[src/rtl/obd_pkg.sv]
// package for the bank C output divider control register block
package obd_pkg;

   localparam logic [7:0] OBD_ADDR_DIV = 8'h20;
   localparam logic [7:0] OBD_ADDR_RSV_A = 8'h21;
   localparam logic [7:0] OBD_ADDR_PWR_SRC = 8'h22;
   localparam logic [7:0] OBD_ADDR_RSV_B = 8'h23;
   localparam logic [7:0] OBD_ADDR_OUT0 = 8'h24;
   localparam logic [7:0] OBD_ADDR_OUT1 = 8'h25;
   localparam logic [7:0] OBD_ADDR_RSV_C = 8'h26;
   localparam logic [7:0] OBD_ADDR_RSV_D = 8'h27;

   // field positions
   localparam int OBD_DIV_LSB = 0;
   localparam int OBD_DIV_MSB = 5;
   localparam int OBD_BANK_PD_BIT = 7;
   localparam int OBD_SRC_BIT = 0;
   localparam int OBD_OUT_PD_BIT = 7;
   localparam int OBD_STYLE_BIT = 2;
   localparam int OBD_AMP_LSB = 0;
   localparam int OBD_AMP_MSB = 1;
   localparam int OBD_NUM_OUT = 2;

   // reset values
   localparam logic [5:0] OBD_DIV_RST = 6'h0D;
   localparam logic OBD_BIT_RST = 1'b0;
   localparam logic [1:0] OBD_AMP_RST = 2'h0;
   localparam logic [7:0] OBD_ZERO_BYTE = 8'h00;

   // output style and amplitude codes
   localparam logic OBD_STYLE_LVDS = 1'b0;
   localparam logic OBD_STYLE_LVPECL = 1'b1;
   localparam logic [1:0] OBD_AMP_350MV = 2'h0;
   localparam logic [1:0] OBD_AMP_500MV = 2'h1;
   localparam logic [1:0] OBD_AMP_750MV = 2'h2;
   localparam logic [1:0] OBD_AMP_RSVD = 2'h3;

   // one bank's settings, from pins or from registers
   typedef struct packed {
      logic [5:0] div_code;
      logic bank_pd;
      logic [OBD_NUM_OUT-1:0] out_pd;
      logic [OBD_NUM_OUT-1:0] style;
      logic [OBD_NUM_OUT-1:0][1:0] amp;
   } obd_cfg_t;

   // byte register port from the serial interface engine
   typedef struct packed {
      logic wr_en;
      logic rd_en;
      logic [7:0] addr;
      logic [7:0] wdata;
   } obd_req_t;

   // divide ratio per code; 0 marks a reserved or unresolved code
   function automatic logic [7:0] obd_ratio(input logic [5:0] code);
      logic [7:0] r;
      r = 8'h00;
      case (code)
         6'h01: r = 8'd1;
         6'h02: r = 8'd2;
         6'h03: r = 8'd3;
         6'h04: r = 8'd4;
         6'h05: r = 8'd5;
         6'h06: r = 8'd6;
         6'h07: r = 8'd8;
         6'h08: r = 8'd9;
         6'h09: r = 8'd10;
         6'h0A: r = 8'd12;
         6'h0C: r = 8'd15;
         6'h0D: r = 8'd16;
         6'h0E: r = 8'd18;
         6'h0F: r = 8'd20;
         6'h10: r = 8'd21;
         6'h11: r = 8'd22;
         6'h12: r = 8'd24;
         6'h13: r = 8'd25;
         6'h14: r = 8'd27;
         6'h15: r = 8'd28;
         6'h16: r = 8'd30;
         6'h17: r = 8'd32;
         6'h18: r = 8'd33;
         6'h19: r = 8'd35;
         6'h1A: r = 8'd36;
         6'h1B: r = 8'd40;
         6'h1C: r = 8'd42;
         6'h1D: r = 8'd44;
         6'h1E: r = 8'd45;
         6'h1F: r = 8'd48;
         6'h20: r = 8'd50;
         6'h21: r = 8'd54;
         6'h22: r = 8'd55;
         6'h23: r = 8'd56;
         6'h24: r = 8'd60;
         6'h25: r = 8'd64;
         6'h26: r = 8'd66;
         6'h27: r = 8'd70;
         6'h28: r = 8'd72;
         6'h29: r = 8'd80;
         6'h2A: r = 8'd84;
         6'h2B: r = 8'd88;
         6'h2C: r = 8'd90;
         6'h2D: r = 8'd96;
         6'h2E: r = 8'd100;
         6'h2F: r = 8'd108;
         6'h30: r = 8'd112;
         6'h32: r = 8'd120;
         6'h33: r = 8'd128;
         6'h34: r = 8'd132;
         6'h35: r = 8'd140;
         6'h36: r = 8'd144;
         6'h37: r = 8'd160;
         6'h38: r = 8'd176;
         6'h39: r = 8'd180;
         6'h3A: r = 8'd200;
         6'h3B: r = 8'd220;
         default: r = 8'h00;
      endcase
      return r;
   endfunction

endpackage

[src/rtl/obd_bank_ctrl.sv]
// bank C output divider control registers and setting selection
`timescale 1ns/1ps

module obd_bank_ctrl
(
   input wire logic clk,
   input wire logic rst,
   input wire obd_pkg::obd_req_t req,
   output logic [7:0] rdata,
   output logic rvalid,
   input wire obd_pkg::obd_cfg_t pin_cfg,
   input wire logic init_clk,
   output obd_pkg::obd_cfg_t bank_cfg,
   output logic [5:0] active_code,
   output logic [7:0] active_ratio,
   output logic divider_restart
);
   import obd_pkg::*;

   ////////////////////////////////////////////////////////////////////////////
   // state
   typedef struct packed {
      obd_cfg_t regs;
      logic cfg_src;
      logic [7:0] rdata;
      logic rvalid;
      logic init_prev;
      obd_cfg_t cfg_out;
      logic [5:0] act_code;
      logic [7:0] act_ratio;
      logic restart;
   } obd_state_t;

   obd_state_t st_r;
   obd_state_t st_nxt;
   obd_cfg_t sel_cfg;
   logic init_toggle;

   ////////////////////////////////////////////////////////////////////////////
   // next state
   always_comb
   begin
      st_nxt = st_r;
      st_nxt.rvalid = 1'b0;
      st_nxt.restart = 1'b0;

      // register writes; reserved bits are dropped, not stored
      if (req.wr_en)
      begin
         case (req.addr)
            OBD_ADDR_DIV: st_nxt.regs.div_code = req.wdata[OBD_DIV_MSB:OBD_DIV_LSB];
            OBD_ADDR_PWR_SRC:
            begin
               st_nxt.regs.bank_pd = req.wdata[OBD_BANK_PD_BIT];
               st_nxt.cfg_src = req.wdata[OBD_SRC_BIT];
            end
            default:
            begin
            end
         endcase
         for (int i = 0; i < OBD_NUM_OUT; i++)
         begin
            if (req.addr == OBD_ADDR_OUT0 + 8'(i))
            begin
               st_nxt.regs.out_pd[i] = req.wdata[OBD_OUT_PD_BIT];
               st_nxt.regs.style[i] = req.wdata[OBD_STYLE_BIT];
               st_nxt.regs.amp[i] = req.wdata[OBD_AMP_MSB:OBD_AMP_LSB];
            end
         end
      end

      // reads; reserved bits and unmapped addresses return zero
      if (req.rd_en)
      begin
         st_nxt.rvalid = 1'b1;
         st_nxt.rdata = OBD_ZERO_BYTE;
         case (req.addr)
            OBD_ADDR_DIV: st_nxt.rdata[OBD_DIV_MSB:OBD_DIV_LSB] = st_r.regs.div_code;
            OBD_ADDR_PWR_SRC:
            begin
               st_nxt.rdata[OBD_BANK_PD_BIT] = st_r.regs.bank_pd;
               st_nxt.rdata[OBD_SRC_BIT] = st_r.cfg_src;
            end
            default:
            begin
            end
         endcase
         for (int i = 0; i < OBD_NUM_OUT; i++)
         begin
            if (req.addr == OBD_ADDR_OUT0 + 8'(i))
            begin
               st_nxt.rdata[OBD_OUT_PD_BIT] = st_r.regs.out_pd[i];
               st_nxt.rdata[OBD_STYLE_BIT] = st_r.regs.style[i];
               st_nxt.rdata[OBD_AMP_MSB:OBD_AMP_LSB] = st_r.regs.amp[i];
            end
         end
      end

      // source select: pin-decoded settings or register contents
      sel_cfg = st_r.cfg_src ? st_r.regs : pin_cfg;

      // power-down, style and amplitude follow the selected source at once
      st_nxt.cfg_out = sel_cfg;

      // the ratio only moves on an init toggle, so a half-written setup
      // never reaches the divider
      st_nxt.init_prev = init_clk;
      init_toggle = init_clk ^ st_r.init_prev;
      if (init_toggle)
      begin
         st_nxt.act_code = sel_cfg.div_code;
         st_nxt.act_ratio = obd_ratio(sel_cfg.div_code);
         st_nxt.restart = 1'b1;
      end
      // the reported code moves in the same cycle as active_code, never a cycle late
      st_nxt.cfg_out.div_code = st_nxt.act_code;
   end

   ////////////////////////////////////////////////////////////////////////////
   // registers
   always_ff @(posedge clk)
   begin
      if (rst)
      begin
         st_r.regs.div_code <= OBD_DIV_RST;
         st_r.regs.bank_pd <= OBD_BIT_RST;
         st_r.regs.out_pd <= {OBD_NUM_OUT{OBD_BIT_RST}};
         st_r.regs.style <= {OBD_NUM_OUT{OBD_STYLE_LVDS}};
         st_r.regs.amp <= {OBD_NUM_OUT{OBD_AMP_RST}};
         st_r.cfg_src <= OBD_BIT_RST;
         st_r.rdata <= OBD_ZERO_BYTE;
         st_r.rvalid <= 1'b0;
         st_r.init_prev <= 1'b0;
         st_r.cfg_out.div_code <= OBD_DIV_RST;
         st_r.cfg_out.bank_pd <= OBD_BIT_RST;
         st_r.cfg_out.out_pd <= {OBD_NUM_OUT{OBD_BIT_RST}};
         st_r.cfg_out.style <= {OBD_NUM_OUT{OBD_STYLE_LVDS}};
         st_r.cfg_out.amp <= {OBD_NUM_OUT{OBD_AMP_RST}};
         st_r.act_code <= OBD_DIV_RST;
         st_r.act_ratio <= obd_ratio(OBD_DIV_RST);
         st_r.restart <= 1'b0;
      end
      else
      begin
         st_r <= st_nxt;
      end
   end

   assign rdata = st_r.rdata;
   assign rvalid = st_r.rvalid;
   assign bank_cfg = st_r.cfg_out;
   assign active_code = st_r.act_code;
   assign active_ratio = st_r.act_ratio;
   assign divider_restart = st_r.restart;

endmodule // obd_bank_ctrl

[config.mk]
export PLATFORM = sky130hd
export DESIGN_NAME = obd_bank_ctrl
export DESIGN_NICKNAME = d
export VERILOG_FILES = /design/src/rtl/obd_pkg.sv /design/src/rtl/obd_bank_ctrl.sv
export SDC_FILE = /design/constraint.sdc
export NUM_CORES = 1
export LEC_CHECK = 0
export ABC_AREA = 0
export CORE_ASPECT_RATIO = 0.5
export CORE_MARGIN = 4
export CORE_UTILIZATION = 50
export DETAILED_ROUTE_END_ITERATION = 10
export DONT_BUFFER_PORTS = 1
export PLACE_DENSITY_LB_ADDON = 0.08
export SKIP_LAST_GASP = 1
export SYNTH_ARGS = -nofsm -noshare
export SYNTH_HDL_FRONTEND = slang
export SYNTH_SLANG_ARGS = --single-unit
[constraint.sdc]
create_clock -name clk -period 5.3 [get_ports clk]
set_clock_uncertainty 0.15 [all_clocks]
set_input_delay 1.06 -clock clk [delete_from_list [all_inputs] [get_ports clk]]
set_output_delay 1.06 -clock clk [all_outputs]
set_load 0.03 [all_outputs]
==> results of run 1 <==
==> registers in the layout, indices dropped and copies added (netlist names) <==
register         count
st_r                17
active_code          6
bank_cfg             9
active_ratio         8
rdata                7
divider_restart      1
rvalid               1
==> area by class of cell <==
class | instances | area (um^2)
fill | 562 | 2770
multi-input combinational | 244 | 1690
sequential | 49 | 981
clock buffer | 6 | 139
tap | 84 | 105
inverter | 9 | 33.8
timing repair buffer | 3 | 22.5
clock inverter | 2 | 17.5
==> per-stage QoR <==
stage | hold WS [ns] | utilization, % | std cells
global placement | 0.353 | 49.2 | 389
detailed placement | 0.361 | 49.2 | 389
floorplan | 0.282 | - | 366
CTS | 0.378 | 51.9 | 397
global route | 0.399 | 51.9 | 397
finish | 0.374 | 51.9 | 397
==> metal layers <==
metal	wire length, um	vias to the layer above	GRT usage [%]
met5	0	-	0
met4	85	0	4.85
met3	608	11	6.70
met2	3160	90	30.1
met1	3400	1112	24.9
li1	-	1165	-
==> power by group <==
| group | leakage [uW] | internal (uW) | total, uW | switching, uW |
|---|---|---|---|---|
| Sequential | 0.000401 | 383 | 426 | 43.9 |
| Combinational | 0.000585 | 37.5 | 90.4 | 52.9 |
| Clock | 0.0000775 | 190 | 331 | 140 |
==> how the worst min path moves through the flow <==
stage | endpoint | depth (start not counted) | slack (ns)
after CTS | st_r[42] | 2 | 0.38
after floorplan | active_ratio[7] | 2 | 0.28
final | st_r[42] | 2 | 0.37
after global routing | st_r[46] | 2 | 0.40
after detailed placement | st_r[42] | 2 | 0.36
after global placement | st_r[48] | 2 | 0.35
==> cell usage after synthesis, types with 3 or more instances <==
cell type,instances
a211o_1,5
a211oi_1,4
a21oi_1,21
a22o_1,3
a22oi_1,3
a31oi_1,3
buf_2,5
buf_4,39
clkbuf_1,16
dfxtp_1,49
ha_1,5
inv_1,8
mux2_2,8
mux2i_1,36
nand2_1,14
nand2b_1,11
nand3_1,8
nand4_1,3
nor2_1,42
nor2b_1,5
nor3_1,7
o211ai_1,9
o21ai_0,11
o21bai_1,5
o22ai_1,3
==> cells by family after synthesis <==
| kind of cell | after synthesis |
|---|---|
| xor gates and xnor gates | 3 |
| adders and majority gates | 5 |
| AOI/OAI and AO/OA | 83 |
| DFF | 49 |
| buffers and inverters | 73 |
| muxes | 45 |
| other | 1 |
| and+or+nand+nor | 107 |
==> critical path, cell delays in order, from the launching register on <==
cell     delay (ns)
dfxtp_1        0.85
mux2i_1        0.44
inv_1          0.18
ha_1           0.43
mux2i_1        0.15
mux2_2         0.28
mux2_2         0.25
or4_1          0.55
a31oi_1        0.19
==> metrics.md, run 1 <==
| Metric | Value |
|---|---|
| Die Area | 7620 um^2 |
| Fmax | 282 MHz |
| Post-DP HPWL | 5140 um |
| Residual DRC count | 0 |
| Chip height | 63.8 um |
| Slew HR | 33.3% |
| Final setup margin | 1.75 ns |
| Drt initial violations | 162 |
| Hold path start | st_r[42] |
| Post-Synth Adder-Cell Area | 2.01% |
| Kind of critical path | flip-flop to flip-flop |
| # nets final | 353 |
| Inserted Diodes | 0 |
| Final Max Tran Viols | 0 |
| Startpoint Class | flip-flop |
| PostCTS Resize Cnt | 0 |
| Sequential area share after synthesis | 31.5% |
| Reg2reg start | st_r[40] |
| Grt ovf | 0 |
| Vias in the first global route | 2391 |
| Cts bufs inserted | 5 |
| Synth async-reset ratio | 0% |
| Area Growth Syn to Fin | -4.02% |
| Primary FF master, synth | dfxtp_1 |
| Setup Fix Bufs, Post-CTS | 0 |
| Flops & latches, synth | 49 |
| Clk Latency, worst-skew pair | 0.29 ns |
| Via count | 2378 |
| Die Span X | 120 um |
| Commonest non-fill, non-tap cell in the layout | dfxtp_1 |
| Placer Congestion | 0.859 |
| Multiplexer share of the synthesized area | 14.9% |
| Area fraction of the dominant cell type after synthesis | 31.5% |
| Fin crit share | 67.0% |
| Cell count after synthesis | 366 |
| Most frequent cells in the layout | dfxtp_1, nor2_1, mux2i_1 |
| Ratio of cells with drive above 1 in the final layout | 7.99% |
| Initial Utilization | 54.0% |
| Ports | 75 |
| Status | completed |
| CTS tree | yes |
| Setup TNS | 0 ns |
| Mapped Nets | 407 |
| Leak | 0.00106 uW |
| CP Data Arrival Time | 3.62 ns |
| Largest family of logic cells by synthesized area | compound AO/OA/AOI/OAI gates |
| Dpl ws | 1.72 ns |
| Total power | 848 uW |
| Crit end category | flip-flop |
| Synth top area cells | dfxtp_1, mux2i_1, buf_4 |
| Post-route cell area | 2980 um^2 |
| Clock sink total | 49 |
| Pwr dens | 284 nW/um^2 |
| Simple-Gate Fraction of Synth Area | 18.0% |
| CTS max path bufs | 2 |
| CP startpoint | st_r[40] |
| Root Buffer | clkbuf_16 |
| Total Wirelength | 7250 um |
| Number of synthesized flops with an enable pin | 0 |
| Post-synthesis xor/xnor area fraction | 0.845% |
| Placed instance area | 2830 um^2 |
| PortBufs | 0 |
| Vias per cell | 5.99 |
| H-tree levels | 2 |
| Area leader, netlist | dfxtp_1 |
| Unrepaired setup endpoints after global routing | no |
| Syn Area/Cell | 8.50 um^2 |
| Max-Cap Viols | 0 |
| Initial antenna violation count | 0 |
| Final count of hold timing violations | 0 |
| Clock-pin slew of the registers on the worst-case setup and hold paths | 0.07 ns |
| All-Layer GR Usage | 19.0% |
| Worst path required time | 5.37 ns |
| Cell variety after synth | 57 |
| Worst reg2reg path depth | 8 |
| Period minus WS final | 3.55 ns |
| Max IR drop VDD | 0.000172 V |
| Synth Cell Area | 3110 um^2 |
| Worst Path Max Fanout | 21 |
| Worst-Margin Slew | 0.981 ns |
| Pre-antenna DRT Iters | 4 |
| Routed WL per cell | 18.3 um |
| First-pass GRT wire length | 11900 um |
| Ys Warns | 0 |
| Critical Path End | active_ratio[1] |
| Core Area | 5750 um^2 |
| Largest net degree at the start of global routing | 51 |
| R2R Path End | active_ratio[1] |
| Post-route ant nets | 0 |
| Compound-Gate Fraction of Synth Area | 18.3% |
| Setup violations, final | 0 |
| Hold Path Class | flip-flop to flip-flop |
| FF-to-FF setup slack | 1.75 ns |
| Rows | 19 |
| Hold-fix buffers, CTS | 0 |
No activity file was read; power rests on OpenSTA's default activity.
==> run 2, diff against run 1 <==
==> constraint.sdc (replaced) <==
create_clock -name clk -period 3 [get_ports clk]
set_clock_uncertainty 0.15 [all_clocks]
set_input_delay 0.6 -clock clk [delete_from_list [all_inputs] [get_ports clk]]
set_output_delay 0.6 -clock clk [all_outputs]
set_load 0.03 [all_outputs]
==> metrics.md, run 2 (synthesis gave the netlist of run 1 again) <==
| Metric | Value |
|---|---|
| Switching pwr | 422 uW (+78%) |
| Leak | 0.00113 uW (+6.4%) |
| Hold-fix buffers, CTS | 0 (unchanged) |
| Most frequent cells in the layout | dfxtp_1, nor2_1, mux2i_1 |
| Kind of critical path | flip-flop to flip-flop |
| Die Span X | 120 um (unchanged) |
| First-pass GRT wire length | 11800 um (-0.52%) |
| Number of fill cells | 577 (+2.7%) |
| Clock sink total | 49 (unchanged) |
| Clk pwr share | 41.4% (+2.4 points) |
| Placer Congestion | 0.908 (+5.7%) |
| Fmax | 384 MHz (+36%) |
| Cell Count, Final, Fillers Out | 409 (+3.0%) |
| Cts bufs inserted | 5 (unchanged) |
| Initial antenna violation count | 0 (unchanged) |
| Residual DRC count | 0 (unchanged) |
| Comb power frac | 10.7% (about the same) |
| Worst path required time | 3.07 ns (-2.30 ns) |
| Commonest non-fill, non-tap cell in the layout | dfxtp_1 |
| Grt ovf | 0 (unchanged) |
| Dpl ws | 0.287 ns (-1.43 ns) |
| Ratio of cells with drive above 1 in the final layout | 11.4% (+3.4 points) |
| Initial Utilization | 54.0% (unchanged) |
| Max FFs per register | 17 (unchanged) |
| PostCTS Resize Cnt | 0 (unchanged) |
| Pre-antenna DRT Iters | 4 (unchanged) |
| Post-route cell area | 3090 um^2 (+3.6%) |
| Ports | 75 (unchanged) |
| Crit end category | flip-flop |
| Final Max Tran Viols | 0 (unchanged) |
| H-tree levels | 2 (unchanged) |
| Setup Fix Bufs, Post-CTS | 0 (unchanged) |
| Largest net degree at the start of global routing | 51 (unchanged) |
| Area Growth Syn to Fin | -0.523% |
| Switching Share | 26.8% (-1.1 points) |
| Hold Path Class | input port to flip-flop |
| CTS max path bufs | 2 (unchanged) |
| Fin util | 53.8% (+1.9 points) |
| PortBufs | 0 (unchanged) |
| Vias in the first global route | 2359 (-1.3%) |
| Pwr dens | 509 nW/um^2 (+79%) |
| Status | completed |
| Post-DP HPWL | 5330 um (+3.7%) |
| Placed instance count | 401 (+3.1%) |
| Post-route ant nets | 0 (unchanged) |
| Drt initial violations | 181 (+12%) |
| # nets final | 365 (+3.4%) |
| Top reg by flops | st_r |
| Sequential power share | 47.9% (-2.4 points) |
| Max-Cap Viols | 0 (unchanged) |
| Setup violations, final | 0 (unchanged) |
| Placed instance area | 2920 um^2 (+3.2%) |
| CP Data Arrival Time | 2.67 ns (-0.95 ns) |
| Max IR drop VDD | 0.000314 V (+83%) |
| Inserted Diodes | 0 (unchanged) |
| Rows | 19 (unchanged) |
| Clk Latency, worst-skew pair | 0.29 ns (about the same) |
| Final setup margin | 0.396 ns (-1.35 ns) |
| Startpoint Class | flip-flop |
| Fin crit share | 86.8% (+20 points) |
| Total Wirelength | 7390 um (+2.0%) |
| FF/Latch Area | 981 um^2 (unchanged) |
| Root Buffer | clkbuf_16 |
| Vias per cell | 5.84 (-2.6%) |
| CTS tree | yes |
| Pint | 1150 uW (+89%) |
| Hold Path Depth | 1 (-1) |
| Routed WL per cell | 18.1 um (-1.0%) |
| All-Layer GR Usage | 19.3% (+0.30 points) |
| Slew HR | 59.8% (+26 points) |
| Clock-pin slew of the registers on the worst-case setup and hold paths | 0.07 ns (about the same) |
| Worst-Margin Slew | 0.602 ns (-0.379 ns) |
| Worst reg2reg path depth | 9 (+1) |
| Chip height | 63.8 um (unchanged) |
| Period minus WS final | 2.60 ns (-0.948 ns) |
| Unrepaired setup endpoints after global routing | no |
| Final count of hold timing violations | 0 (unchanged) |
| Setup TNS | 0 ns (unchanged) |
| Worst Path Max Fanout | 8 (-62%) |
| Multi-input gate area | 1690 um^2 (unchanged) |
| Via count | 2387 (+0.38%) |
| Die Area | 7620 um^2 (unchanged) |
| Core Area | 5750 um^2 (unchanged) |
==> run 2: cell count changes in the layout (fill, tap and decap cells not counted), sizes merged <==
cell	before	now
clkbuf	6	5
bufinv	0	1
buf	3	15
==> run 2: layer usage <==
metal | part of all wire [%] | global-route usage (%)
met1 | 48 | 24.7
met2 | 44 | 30.5
met3 | 7.6 | 7.67
met4 | 0.78 | 5.28
met5 | 0 | 0
==> run 2: path summary, 6_finish.rpt <==
check	endpoint	slack (ns)	start
setup / recovery	active_ratio[1]	0.40	st_r[40]
setup reg to reg	active_ratio[1]	0.40	st_r[40]
hold / removal	active_ratio[7]	0.23	rst
hold reg to reg	st_r[44]	0.38	st_r[44]
==> run 2: worst max-delay path, cell delays in order (launching register included) <==
cell     delay [ns]
dfxtp_1        0.39
buf_4          0.19
mux2i_1        0.10
inv_1          0.09
ha_1           0.22
mux2i_1        0.10
mux2_2         0.26
mux2_2         0.27
or4_1          0.57
a31oi_1        0.18
==> run 2: power groups by stage <==
stage | sequential [uW] | clock [uW] | combinational (uW)
3_3_place_gp | 769 | 0 | 165
4_1_cts | 754 | 667 | 167
2_1_floorplan | 704 | 0 | 239
6_report | 753 | 651 | 169
5_1_grt | 756 | 702 | 186
3_5_place_dp | 769 | 0 | 166
==> run 2: per-stage QoR <==
| step | hold slack [ns] | power (uW) |
|---|---|---|
| 3_3_place_gp | 0.352 | 934 |
| 6_report | 0.226 | 1570 |
| 4_1_cts | 0.216 | 1590 |
| 3_5_place_dp | 0.370 | 935 |
| 5_1_grt | 0.210 | 1640 |
| 2_1_floorplan | 0.282 | 943 |
==> run 2: cell type report <==
class | count | area share (%)
Sequential cell | 49 | 31.7
Clock buffer | 5 | 4.05
Clock inverter | 3 | 1.62
Tap cell | 84 | 3.40
Timing Repair Buffer | 15 | 3.64
Inverter | 9 | 1.09
Multi-Input combinational cell | 244 | 54.5
